File: src/common/mhr_pkg.sv
// Purpose: Shared constants and types for the monitor holding register bank.
// Assumes: Register addresses are 16-bit word indices; data words are 16 bits.
// Notes: Pair helpers name every upper word that owns a latched lower word.
package mhr_pkg;

  localparam int ADDR_W = 16;
  localparam int DATA_W = 16;
  localparam int QTY_W = 16;
  localparam int STR_W = 160;
  localparam int STR_WORDS = 10;

  localparam logic [15:0] ADDR_H2_UP = 16'h0000;
  localparam logic [15:0] ADDR_H2_LO = 16'h0001;
  localparam logic [15:0] ADDR_TEMP = 16'h0008;
  localparam logic [15:0] ADDR_RATE_DAY_UP = 16'h000d;
  localparam logic [15:0] ADDR_RATE_DAY_LO = 16'h000e;
  localparam logic [15:0] ADDR_RATE_WEEK_UP = 16'h000f;
  localparam logic [15:0] ADDR_RATE_WEEK_LO = 16'h0010;
  localparam logic [15:0] ADDR_RATE_MONTH_UP = 16'h0011;
  localparam logic [15:0] ADDR_RATE_MONTH_LO = 16'h0012;
  localparam logic [15:0] ADDR_MODEL_STR = 16'h001f;
  localparam logic [15:0] ADDR_PROD_SN_STR = 16'h0029;
  localparam logic [15:0] ADDR_SENS_SN_STR = 16'h0033;
  localparam logic [15:0] ADDR_BUILD_MD = 16'h0051;
  localparam logic [15:0] ADDR_BUILD_YR = 16'h0052;
  localparam logic [15:0] ADDR_FCAL_MD = 16'h0053;
  localparam logic [15:0] ADDR_FCAL_YR = 16'h0054;
  localparam logic [15:0] ADDR_GCAL_MD = 16'h0057;
  localparam logic [15:0] ADDR_GCAL_YR = 16'h0058;
  localparam logic [15:0] ADDR_FW_STR = 16'h0059;
  localparam logic [15:0] ADDR_STATUS = 16'h006f;
  localparam logic [15:0] ADDR_LAST = 16'h006f;

  localparam logic [31:0] RATE_BIAS = 32'h01312d00;
  localparam logic [15:0] TEMP_OFFSET = 16'h2710;

  localparam logic [7:0] FUNC_RD_EXC = 8'h83;
  localparam logic [7:0] FUNC_WR_EXC = 8'h86;
  localparam logic [7:0] EXC_ILLEGAL_ADDR = 8'h02;
  localparam logic [7:0] EXC_ILLEGAL_VALUE = 8'h03;

  localparam logic [15:0] RESET_WORD = 16'h0000;

  typedef enum logic [1:0] {
    ST_IDLE = 2'b00,
    ST_READ = 2'b01,
    ST_WRITE = 2'b10
  } mhr_state_t;

  function automatic logic mhr_is_pair_upper(input logic [15:0] a);
    return (a == ADDR_H2_UP) || (a == ADDR_RATE_DAY_UP) || (a == ADDR_RATE_WEEK_UP) ||
           (a == ADDR_RATE_MONTH_UP) || (a == ADDR_BUILD_MD) || (a == ADDR_FCAL_MD) ||
           (a == ADDR_GCAL_MD);
  endfunction

  function automatic logic mhr_is_pair_lower(input logic [15:0] a);
    return mhr_is_pair_upper(a - 16'h0001) && (a != 16'h0000);
  endfunction

endpackage

File: src/verilog/mhr_regbank.sv
// Purpose: Holding register bank: range check, word streaming, pair latch, write pairing.
// Assumes: Framing and CRC are handled outside; one request is active at a time.
// Notes: Read words stream out one per cycle with no stall; write words wait on wrValid.
`timescale 1ns/1ns
`default_nettype none
module mhr_regbank
  import mhr_pkg::*;
(
  input wire logic core_clk,
  input wire logic srst,
  input wire logic reqValid,
  input wire logic reqWrite,
  input wire logic [ADDR_W-1:0] reqAddr,
  input wire logic [QTY_W-1:0] reqQty,
  output logic reqReady,
  input wire logic wrValid,
  input wire logic [DATA_W-1:0] wrData,
  output logic wrReady,
  output logic rdValid,
  output logic [DATA_W-1:0] rdData,
  output logic done,
  output logic excValid,
  output logic [7:0] excFunc,
  output logic [7:0] excCode,
  output logic commitValid,
  output logic [ADDR_W-1:0] commitAddr,
  output logic [31:0] commitData,
  output logic commitWide,
  input wire logic [31:0] h2Ppm,
  input wire logic signed [15:0] tempCenti,
  input wire logic signed [31:0] rateDay,
  input wire logic signed [31:0] rateWeek,
  input wire logic signed [31:0] rateMonth,
  input wire logic [STR_W-1:0] modelStr,
  input wire logic [STR_W-1:0] prodSerialStr,
  input wire logic [STR_W-1:0] sensSerialStr,
  input wire logic [STR_W-1:0] fwRevStr,
  input wire logic [7:0] buildMonth,
  input wire logic [7:0] buildDay,
  input wire logic [15:0] buildYear,
  input wire logic [7:0] fcalMonth,
  input wire logic [7:0] fcalDay,
  input wire logic [15:0] fcalYear,
  input wire logic [7:0] gcalMonth,
  input wire logic [7:0] gcalDay,
  input wire logic [15:0] gcalYear,
  input wire logic [15:0] statusFlags
);

  typedef struct packed {
    mhr_state_t state;
    logic [ADDR_W-1:0] cur;
    logic [QTY_W-1:0] left;
    logic [DATA_W-1:0] lowLatch;
    logic pendValid;
    logic [ADDR_W-1:0] pendAddr;
    logic [DATA_W-1:0] pendWord;
    logic rdValid;
    logic [DATA_W-1:0] rdData;
    logic done;
    logic excValid;
    logic [7:0] excFunc;
    logic [7:0] excCode;
    logic commitValid;
    logic [ADDR_W-1:0] commitAddr;
    logic [31:0] commitData;
    logic commitWide;
  } mhr_regs_t;

  mhr_regs_t st_r;
  mhr_regs_t st_nxt;
  logic [DATA_W-1:0] curWord;
  logic [DATA_W-1:0] nextWord;
  logic [ADDR_W-1:0] nextAddr;
  logic [16:0] reqEnd;
  logic reqOutOfRange;

  assign nextAddr = st_r.cur + 16'h0001;
  // End is one past the last register touched; 17 bits so a wrap cannot pass the check
  assign reqEnd = {1'b0, reqAddr} + {1'b0, reqQty};
  assign reqOutOfRange = reqEnd > ({1'b0, ADDR_LAST} + 17'h00001);

  mhr_word_mux curMux (
    .addr(st_r.cur),
    .h2Ppm(h2Ppm),
    .tempCenti(tempCenti),
    .rateDay(rateDay),
    .rateWeek(rateWeek),
    .rateMonth(rateMonth),
    .modelStr(modelStr),
    .prodSerialStr(prodSerialStr),
    .sensSerialStr(sensSerialStr),
    .fwRevStr(fwRevStr),
    .buildMonth(buildMonth),
    .buildDay(buildDay),
    .buildYear(buildYear),
    .fcalMonth(fcalMonth),
    .fcalDay(fcalDay),
    .fcalYear(fcalYear),
    .gcalMonth(gcalMonth),
    .gcalDay(gcalDay),
    .gcalYear(gcalYear),
    .statusFlags(statusFlags),
    .word(curWord)
  );

  // Second lookup fetches the partner word in the same cycle as the upper word
  mhr_word_mux lowMux (
    .addr(nextAddr),
    .h2Ppm(h2Ppm),
    .tempCenti(tempCenti),
    .rateDay(rateDay),
    .rateWeek(rateWeek),
    .rateMonth(rateMonth),
    .modelStr(modelStr),
    .prodSerialStr(prodSerialStr),
    .sensSerialStr(sensSerialStr),
    .fwRevStr(fwRevStr),
    .buildMonth(buildMonth),
    .buildDay(buildDay),
    .buildYear(buildYear),
    .fcalMonth(fcalMonth),
    .fcalDay(fcalDay),
    .fcalYear(fcalYear),
    .gcalMonth(gcalMonth),
    .gcalDay(gcalDay),
    .gcalYear(gcalYear),
    .statusFlags(statusFlags),
    .word(nextWord)
  );

  assign reqReady = (st_r.state == ST_IDLE);
  assign wrReady = (st_r.state == ST_WRITE);

  logic reqBadQty;
  logic reqExc;
  logic [7:0] reqExcFunc;
  logic [7:0] reqExcCode;
  logic curIsUpper;
  logic curIsLower;
  logic lastWord;
  logic pendPartner;

  // An empty request is screened first and reported with its own code
  assign reqBadQty = (reqQty == 16'h0000);
  assign reqExc = reqBadQty || reqOutOfRange;
  // The refused function keeps the request kind with its top bit set
  assign reqExcFunc = reqWrite ? FUNC_WR_EXC : FUNC_RD_EXC;
  assign reqExcCode = reqBadQty ? EXC_ILLEGAL_VALUE : EXC_ILLEGAL_ADDR;

  // Pair role of the word under the pointer
  assign curIsUpper = mhr_is_pair_upper(st_r.cur);
  assign curIsLower = mhr_is_pair_lower(st_r.cur);
  assign lastWord = (st_r.left == 16'h0001);
  // Only the word right after the held upper word completes it; any other word
  // drops the held one, so a master that skips the lower word loses the pair
  assign pendPartner = st_r.pendValid && (st_r.cur == st_r.pendAddr + 16'h0001);

  always_comb begin
    st_nxt = st_r;
    st_nxt.rdValid = 1'b0;
    st_nxt.done = 1'b0;
    st_nxt.excValid = 1'b0;
    st_nxt.commitValid = 1'b0;
    unique case (st_r.state)
      ST_IDLE: begin
        if (reqValid) begin
          if (reqExc) begin
            // No data is returned and nothing is written for a rejected request
            st_nxt.excValid = 1'b1;
            st_nxt.excFunc = reqExcFunc;
            st_nxt.excCode = reqExcCode;
          end else begin
            st_nxt.state = reqWrite ? ST_WRITE : ST_READ;
            st_nxt.cur = reqAddr;
            st_nxt.left = reqQty;
          end
        end
      end
      ST_READ: begin
        st_nxt.rdValid = 1'b1;
        if (curIsLower) begin
          // Always served from the latch, even without a fresh upper read
          st_nxt.rdData = st_r.lowLatch;
        end else begin
          st_nxt.rdData = curWord;
        end
        if (curIsUpper) begin
          st_nxt.lowLatch = nextWord;
        end
        st_nxt.cur = nextAddr;
        st_nxt.left = st_r.left - 16'h0001;
        if (lastWord) begin
          st_nxt.done = 1'b1;
          st_nxt.state = ST_IDLE;
        end
      end
      ST_WRITE: begin
        if (wrValid) begin
          if (curIsUpper) begin
            st_nxt.pendValid = 1'b1;
            st_nxt.pendAddr = st_r.cur;
            st_nxt.pendWord = wrData;
          end else if (pendPartner) begin
            st_nxt.pendValid = 1'b0;
            st_nxt.commitValid = 1'b1;
            st_nxt.commitWide = 1'b1;
            st_nxt.commitAddr = st_r.pendAddr;
            st_nxt.commitData = {st_r.pendWord, wrData};
          end else begin
            // A stray word drops any unmatched upper word
            st_nxt.pendValid = 1'b0;
            st_nxt.commitValid = 1'b1;
            st_nxt.commitWide = 1'b0;
            st_nxt.commitAddr = st_r.cur;
            st_nxt.commitData = {16'h0000, wrData};
          end
          st_nxt.cur = nextAddr;
          st_nxt.left = st_r.left - 16'h0001;
          if (lastWord) begin
            st_nxt.done = 1'b1;
            st_nxt.state = ST_IDLE;
          end
        end
      end
      default: begin
        st_nxt.state = ST_IDLE;
      end
    endcase
  end

  always_ff @(posedge core_clk) begin
    if (srst) begin
      st_r <= '0;
    end else begin
      st_r <= st_nxt;
    end
  end

  assign rdValid = st_r.rdValid;
  assign rdData = st_r.rdData;
  assign done = st_r.done;
  assign excValid = st_r.excValid;
  assign excFunc = st_r.excFunc;
  assign excCode = st_r.excCode;
  assign commitValid = st_r.commitValid;
  assign commitAddr = st_r.commitAddr;
  assign commitData = st_r.commitData;
  assign commitWide = st_r.commitWide;

endmodule
`default_nettype wire

File: src/verilog/mhr_word_mux.sv
// Purpose: Maps one register address to its 16-bit word from the live values.
// Assumes: Values are stable while sampled; strings hold the first character in the top byte.
// Notes: Purely combinational; unassigned addresses read as zero.
`timescale 1ns/1ns
`default_nettype none
module mhr_word_mux
  import mhr_pkg::*;
(
  input wire logic [15:0] addr,
  input wire logic [31:0] h2Ppm,
  input wire logic signed [15:0] tempCenti,
  input wire logic signed [31:0] rateDay,
  input wire logic signed [31:0] rateWeek,
  input wire logic signed [31:0] rateMonth,
  input wire logic [STR_W-1:0] modelStr,
  input wire logic [STR_W-1:0] prodSerialStr,
  input wire logic [STR_W-1:0] sensSerialStr,
  input wire logic [STR_W-1:0] fwRevStr,
  input wire logic [7:0] buildMonth,
  input wire logic [7:0] buildDay,
  input wire logic [15:0] buildYear,
  input wire logic [7:0] fcalMonth,
  input wire logic [7:0] fcalDay,
  input wire logic [15:0] fcalYear,
  input wire logic [7:0] gcalMonth,
  input wire logic [7:0] gcalDay,
  input wire logic [15:0] gcalYear,
  input wire logic [15:0] statusFlags,
  output logic [15:0] word
);

  logic [31:0] rateDayB;
  logic [31:0] rateWeekB;
  logic [31:0] rateMonthB;
  logic [15:0] tempBiased;

  assign rateDayB = rateDay + RATE_BIAS;
  assign rateWeekB = rateWeek + RATE_BIAS;
  assign rateMonthB = rateMonth + RATE_BIAS;
  assign tempBiased = tempCenti + TEMP_OFFSET;

  // Last byte is forced to zero so the string is always terminated
  function automatic logic [15:0] strWord(input logic [STR_W-1:0] s, input logic [15:0] idx);
    logic [STR_W-1:0] t;
    t = {s[STR_W-1:8], 8'h00};
    return t[STR_W-1 - 16*idx -: 16];
  endfunction

  always_comb begin
    word = RESET_WORD;
    if (addr >= ADDR_MODEL_STR && addr < ADDR_MODEL_STR + 16'(STR_WORDS)) begin
      word = strWord(modelStr, addr - ADDR_MODEL_STR);
    end else if (addr >= ADDR_PROD_SN_STR && addr < ADDR_PROD_SN_STR + 16'(STR_WORDS)) begin
      word = strWord(prodSerialStr, addr - ADDR_PROD_SN_STR);
    end else if (addr >= ADDR_SENS_SN_STR && addr < ADDR_SENS_SN_STR + 16'(STR_WORDS)) begin
      word = strWord(sensSerialStr, addr - ADDR_SENS_SN_STR);
    end else if (addr >= ADDR_FW_STR && addr < ADDR_FW_STR + 16'(STR_WORDS)) begin
      word = strWord(fwRevStr, addr - ADDR_FW_STR);
    end else begin
      case (addr)
        ADDR_H2_UP: word = h2Ppm[31:16];
        ADDR_H2_LO: word = h2Ppm[15:0];
        ADDR_TEMP: word = tempBiased;
        ADDR_RATE_DAY_UP: word = rateDayB[31:16];
        ADDR_RATE_DAY_LO: word = rateDayB[15:0];
        ADDR_RATE_WEEK_UP: word = rateWeekB[31:16];
        ADDR_RATE_WEEK_LO: word = rateWeekB[15:0];
        ADDR_RATE_MONTH_UP: word = rateMonthB[31:16];
        ADDR_RATE_MONTH_LO: word = rateMonthB[15:0];
        ADDR_BUILD_MD: word = {buildMonth, buildDay};
        ADDR_BUILD_YR: word = buildYear;
        ADDR_FCAL_MD: word = {fcalMonth, fcalDay};
        ADDR_FCAL_YR: word = fcalYear;
        ADDR_GCAL_MD: word = {gcalMonth, gcalDay};
        ADDR_GCAL_YR: word = gcalYear;
        ADDR_STATUS: word = statusFlags;
        default: word = RESET_WORD;
      endcase
    end
  end

endmodule
`default_nettype wire
File: config.mk
export PLATFORM = sky130hd
export DESIGN_NAME = mhr_regbank
export DESIGN_NICKNAME = d
export VERILOG_FILES = /design/src/common/mhr_pkg.sv /design/src/verilog/mhr_regbank.sv /design/src/verilog/mhr_word_mux.sv
export SDC_FILE = /design/constraint.sdc
export NUM_CORES = 1
export LEC_CHECK = 0
export BUFFER_PORTS_ARGS = -buffer_cell sky130_fd_sc_hd__buf_4
export CAP_MARGIN = 40
export CORE_AREA = 3 3 397 399
export DETAILED_ROUTE_END_ITERATION = 7
export DIE_AREA = 0 0 400 402
export HOLD_SLACK_MARGIN = 0.02
export PLACE_DENSITY = 0.49
export SETUP_SLACK_MARGIN = 0.3
export SLEW_MARGIN = 20
export SYNTH_ARGS = -nofsm -noshare
export SYNTH_HDL_FRONTEND = slang
export SYNTH_HIERARCHICAL = 1
export SYNTH_SLANG_ARGS = --single-unit
export TNS_END_PERCENT = 30
File: constraint.sdc
create_clock -name core_clk -period 16.65 [get_ports core_clk]
set_clock_uncertainty 0.1 [all_clocks]
set_input_delay 2.4975 -clock core_clk [delete_from_list [all_inputs] [get_ports core_clk]]
set_output_delay 2.4975 -clock core_clk [all_outputs]
set_load 0.02 [all_outputs]
==> impl_results.md <==
* Max-cap violations at 0
* Simple-gate share of the synthesized area at 21.0%
* Largest family of logic cells by synthesized area: multiplexers
* Largest net degree at the start of global routing at 92
* Gr ovfl total at 0
* Synth Register Bits at 156
* DIE WIDTH at 400 um
* Total number of vias at 35,284
* Resized cells post-CTS at 0
* Antenna violation net count after detailed routing at 0
* Fin util at 25.1%
* Syn_area_per_cell at 7.99 um^2
* Nets at 5,340
* Rows at 144
* Die area at 161,000 um^2
* Cell Pwr Density at 36.0 nW/um^2
* Sw Ratio at 38.1%
* I/O Buffers at 993
* Cell accounting for the most synthesized area: mux4_2
* Final HPWL DP at 183,000 um
* CTS Root Cell: clkbuf_16
* Worst setup path startpoint: st_r[154]
* FF+latch area at 3130 um^2
* Routed Wire Length at 220,000 um
* Initial Util at 18.5%
* Top FF cell, synth: dfxtp_1
* Leak at 15.1 nW
* RSZ-0062 raised after global routing: false
* Switching Power at 0.532 mW
* Worst rel slew slack at 24.6%
* Multi-input logic area at 23,600 um^2
* Worst setup path class: flop to flop
* Gpl congestion at 1.01
* Worst setup endpoint: st_r[122]
* Worst r2r dst: st_r[122]
* Clock network fraction of total power at 29.1%
* Multiplexer share of the synthesized area at 26.1%
* Part of the power in registers at 26.8%
* I/O pins at 1,036
* Syn-to-layout area delta at 35.4%
* XOR/XNOR share of the synthesized area at 6.16%
* Post-Synth Adder-Cell Area at 2.30%
* Min Tclk post-route at 6260 ps
* Combinational share of power at 44.1%
* VDD IR max at 0.0718 mV
* CP Capture Type: flop
* Compound-Gate Fraction of Synth Area at 25.6%
* Sequential area share after synthesis at 10.9%
* H-tree Lvls at 4
* Synth Warn # at 6
* DR WL/cell at 34.2 um
* Vias in the first global route at 34,356
* Critical Path Start Type: flop
* Async S/R FF share, synth at 0%
* CTS buffer count at 17
* Hold_buf cts at 0
* CTS tree: built
* Critical Path AT at 6540 ps
* R2R cell count at 17
* Clk sink count at 156
* Placeable Area at 154,000 um^2
* CP max FO at 27
* Violated checks: DRC
* Largest cells by area after synthesis: mux4_2, dfxtp_1, mux2i_1
* Worst skew pair latency at 460 ps
* Drt pass-1 iters at 8
* Setup TNS at 0 ps
* Worst-Margin Slew at 1130 ps
* Layout cell share with drive strength beyond 1 at 34.5%
* CTS max path bufs at 2
* Vias per cell at 5.48
* Tot GR Track Use at 25.9%
* R2R setup slack at 10,390 ps
* Yosys top cell area share at 15.2%
* Filler instances at 17,080
* Hold/Removal Path Class: flop to flop
* Initial antenna violation count at 94
* Post-CTS setup buffers at 0
* Max-slew violations at 0
* Yosys cell types at 112
* Status: finished with violations
* Power Internal at 0.863 mW
* Synth Instances at 3,581
* FF-to-FF Start: st_r[154]
* Max Freq at 160 MHz
* Critical Path RT at 16,940 ps
* Die H at 402 um
* Setup violators final at 0
* Fin crit share at 37.6%
* Post-synth EDFFs at 0
* DRC Markers at 5
* Cell area after synthesis at 28,600 um^2
* Initial drt markers at 3,811
* Fin. Hold Viols at 0
* Clock transition at path regs at 70 ps
* Global-route wire length before repair at 291,000 um
==> critical path, stage by stage, from the launching register on <==
cell	delay (ps)
dfxtp_1	310
buf_4	320
clkinv_1	410
nor3_1	250
nand3_1	290
or2_2	440
nor4_1	280
xnor2_1	170
or4_1	870
nor3_2	610
nand3_1	600
o22ai_1	500
a2111oi_0	140
buf_1	170
o21ai_0	280
a221o_1	270
mux2i_1	60
nor2_1	80
==> sequential cells by signal, summed over array words and instances, names as in the netlist <==
name,flops
commitAddr,16
commitData,32
commitValid,1
commitWide,1
done,1
excCode,1
excFunc,3
excValid,1
rdData,16
rdValid,1
st_r,83
==> logic make-up after synthesis <==
group                      Yosys count
and+or+nand+nor                   1170
DFF                                156
other                                1
AOI/OAI and AO/OA                 1060
buffers and inverters              445
adders and majority gates           52
muxes                              496
xor gates and xnor gates           201
==> power groups by stage <==
stage / logic, mW / clock network, mW / registers, mW
2_1_floorplan: 0.238 / 0 / 0.383
3_3_place_gp: 0.596 / 0 / 0.383
3_5_place_dp: 0.605 / 0 / 0.383
4_1_cts: 0.607 / 0.418 / 0.374
5_1_grt: 0.644 / 0.428 / 0.374
6_report: 0.615 / 0.405 / 0.374
==> metal layers <==
metal	GRT usage, %	vias to the layer above	wire length [um]
met4	14.1	36	13700
met3	5.69	410	18000
met2	43.8	1943	105000
met5	0	-	232
li1	-	15471	-
met1	30.3	17424	82900
==> synthesized netlist by cell type (all sizes together) (19+ instances only) <==
library cell    n
dfxtp         156
nor2          260
or2            19
mux4          193
nor3          151
nor2b          28
mux2           52
buf           225
nor4           44
o22ai          24
and2           25
xnor2         111
mux2i         251
o21ai         216
a22o           75
a22oi          74
xor2           90
nand2b         24
a21o           19
a211oi         63
nand4          46
inv            51
a21oi         288
nand2         228
nor3b          20
a221oi         56
clkbuf        166
nand3         217
ha             51
a222oi         36
and3           41
==> stage by stage <==
step	hold WS (ps)	area (um^2)	instances	setup slack (ps)	total power, mW
global placement	341	37600	6328	9610	0.979
detailed placement	344	37900	6360	9940	0.988
CTS	354	38500	6392	9910	1.40
floorplan	332	28600	3590	11200	0.621
finish	352	38700	6441	10390	1.39
global route	369	38700	6431	10040	1.45
==> area by class of cell <==
type	instances	share of cell area, %
Multi-Input combinational cell	2989	60.9
Timing Repair Buffer	1121	22.0
Sequential cell	156	8.08
Tap cell	2044	6.61
Clock buffer	17	1.10
Inverter	54	0.549
Clock inverter	15	0.462
Antenna cell	45	0.291
==> worst min-delay path by stage <==
stage	slack (ps)	cells past startpoint	end	from
6_report	350	2	commitData[23]	commitData[23]
5_1_grt	370	2	commitWide	commitWide
4_1_cts	350	2	commitData[31]	commitData[31]
3_5_place_dp	340	2	commitData[31]	commitData[31]
3_3_place_gp	340	2	commitData[23]	commitData[23]
2_1_floorplan	330	2	commitData[16]	commitData[16]
==> cells in the final DEF (no fill, tap or decap), drive strengths merged, types with 18 or more instances in the layout <==
master,n
a211oi,63
a21o,19
a21oi,288
a221oi,56
a222oi,36
a22o,75
a22oi,74
and2,25
and3,41
buf,1120
clkbuf,18
dfxtp,156
diode,45
ha,51
inv,55
mux2,52
mux2i,251
mux4,193
nand2,228
nand2b,24
nand3,217
nand4,46
nor2,260
nor2b,28
nor3,151
nor3b,20
nor4,44
o21ai,216
o22ai,24
or2,19
xnor2,111
xor2,90
(Power assumes the default switching activity.)
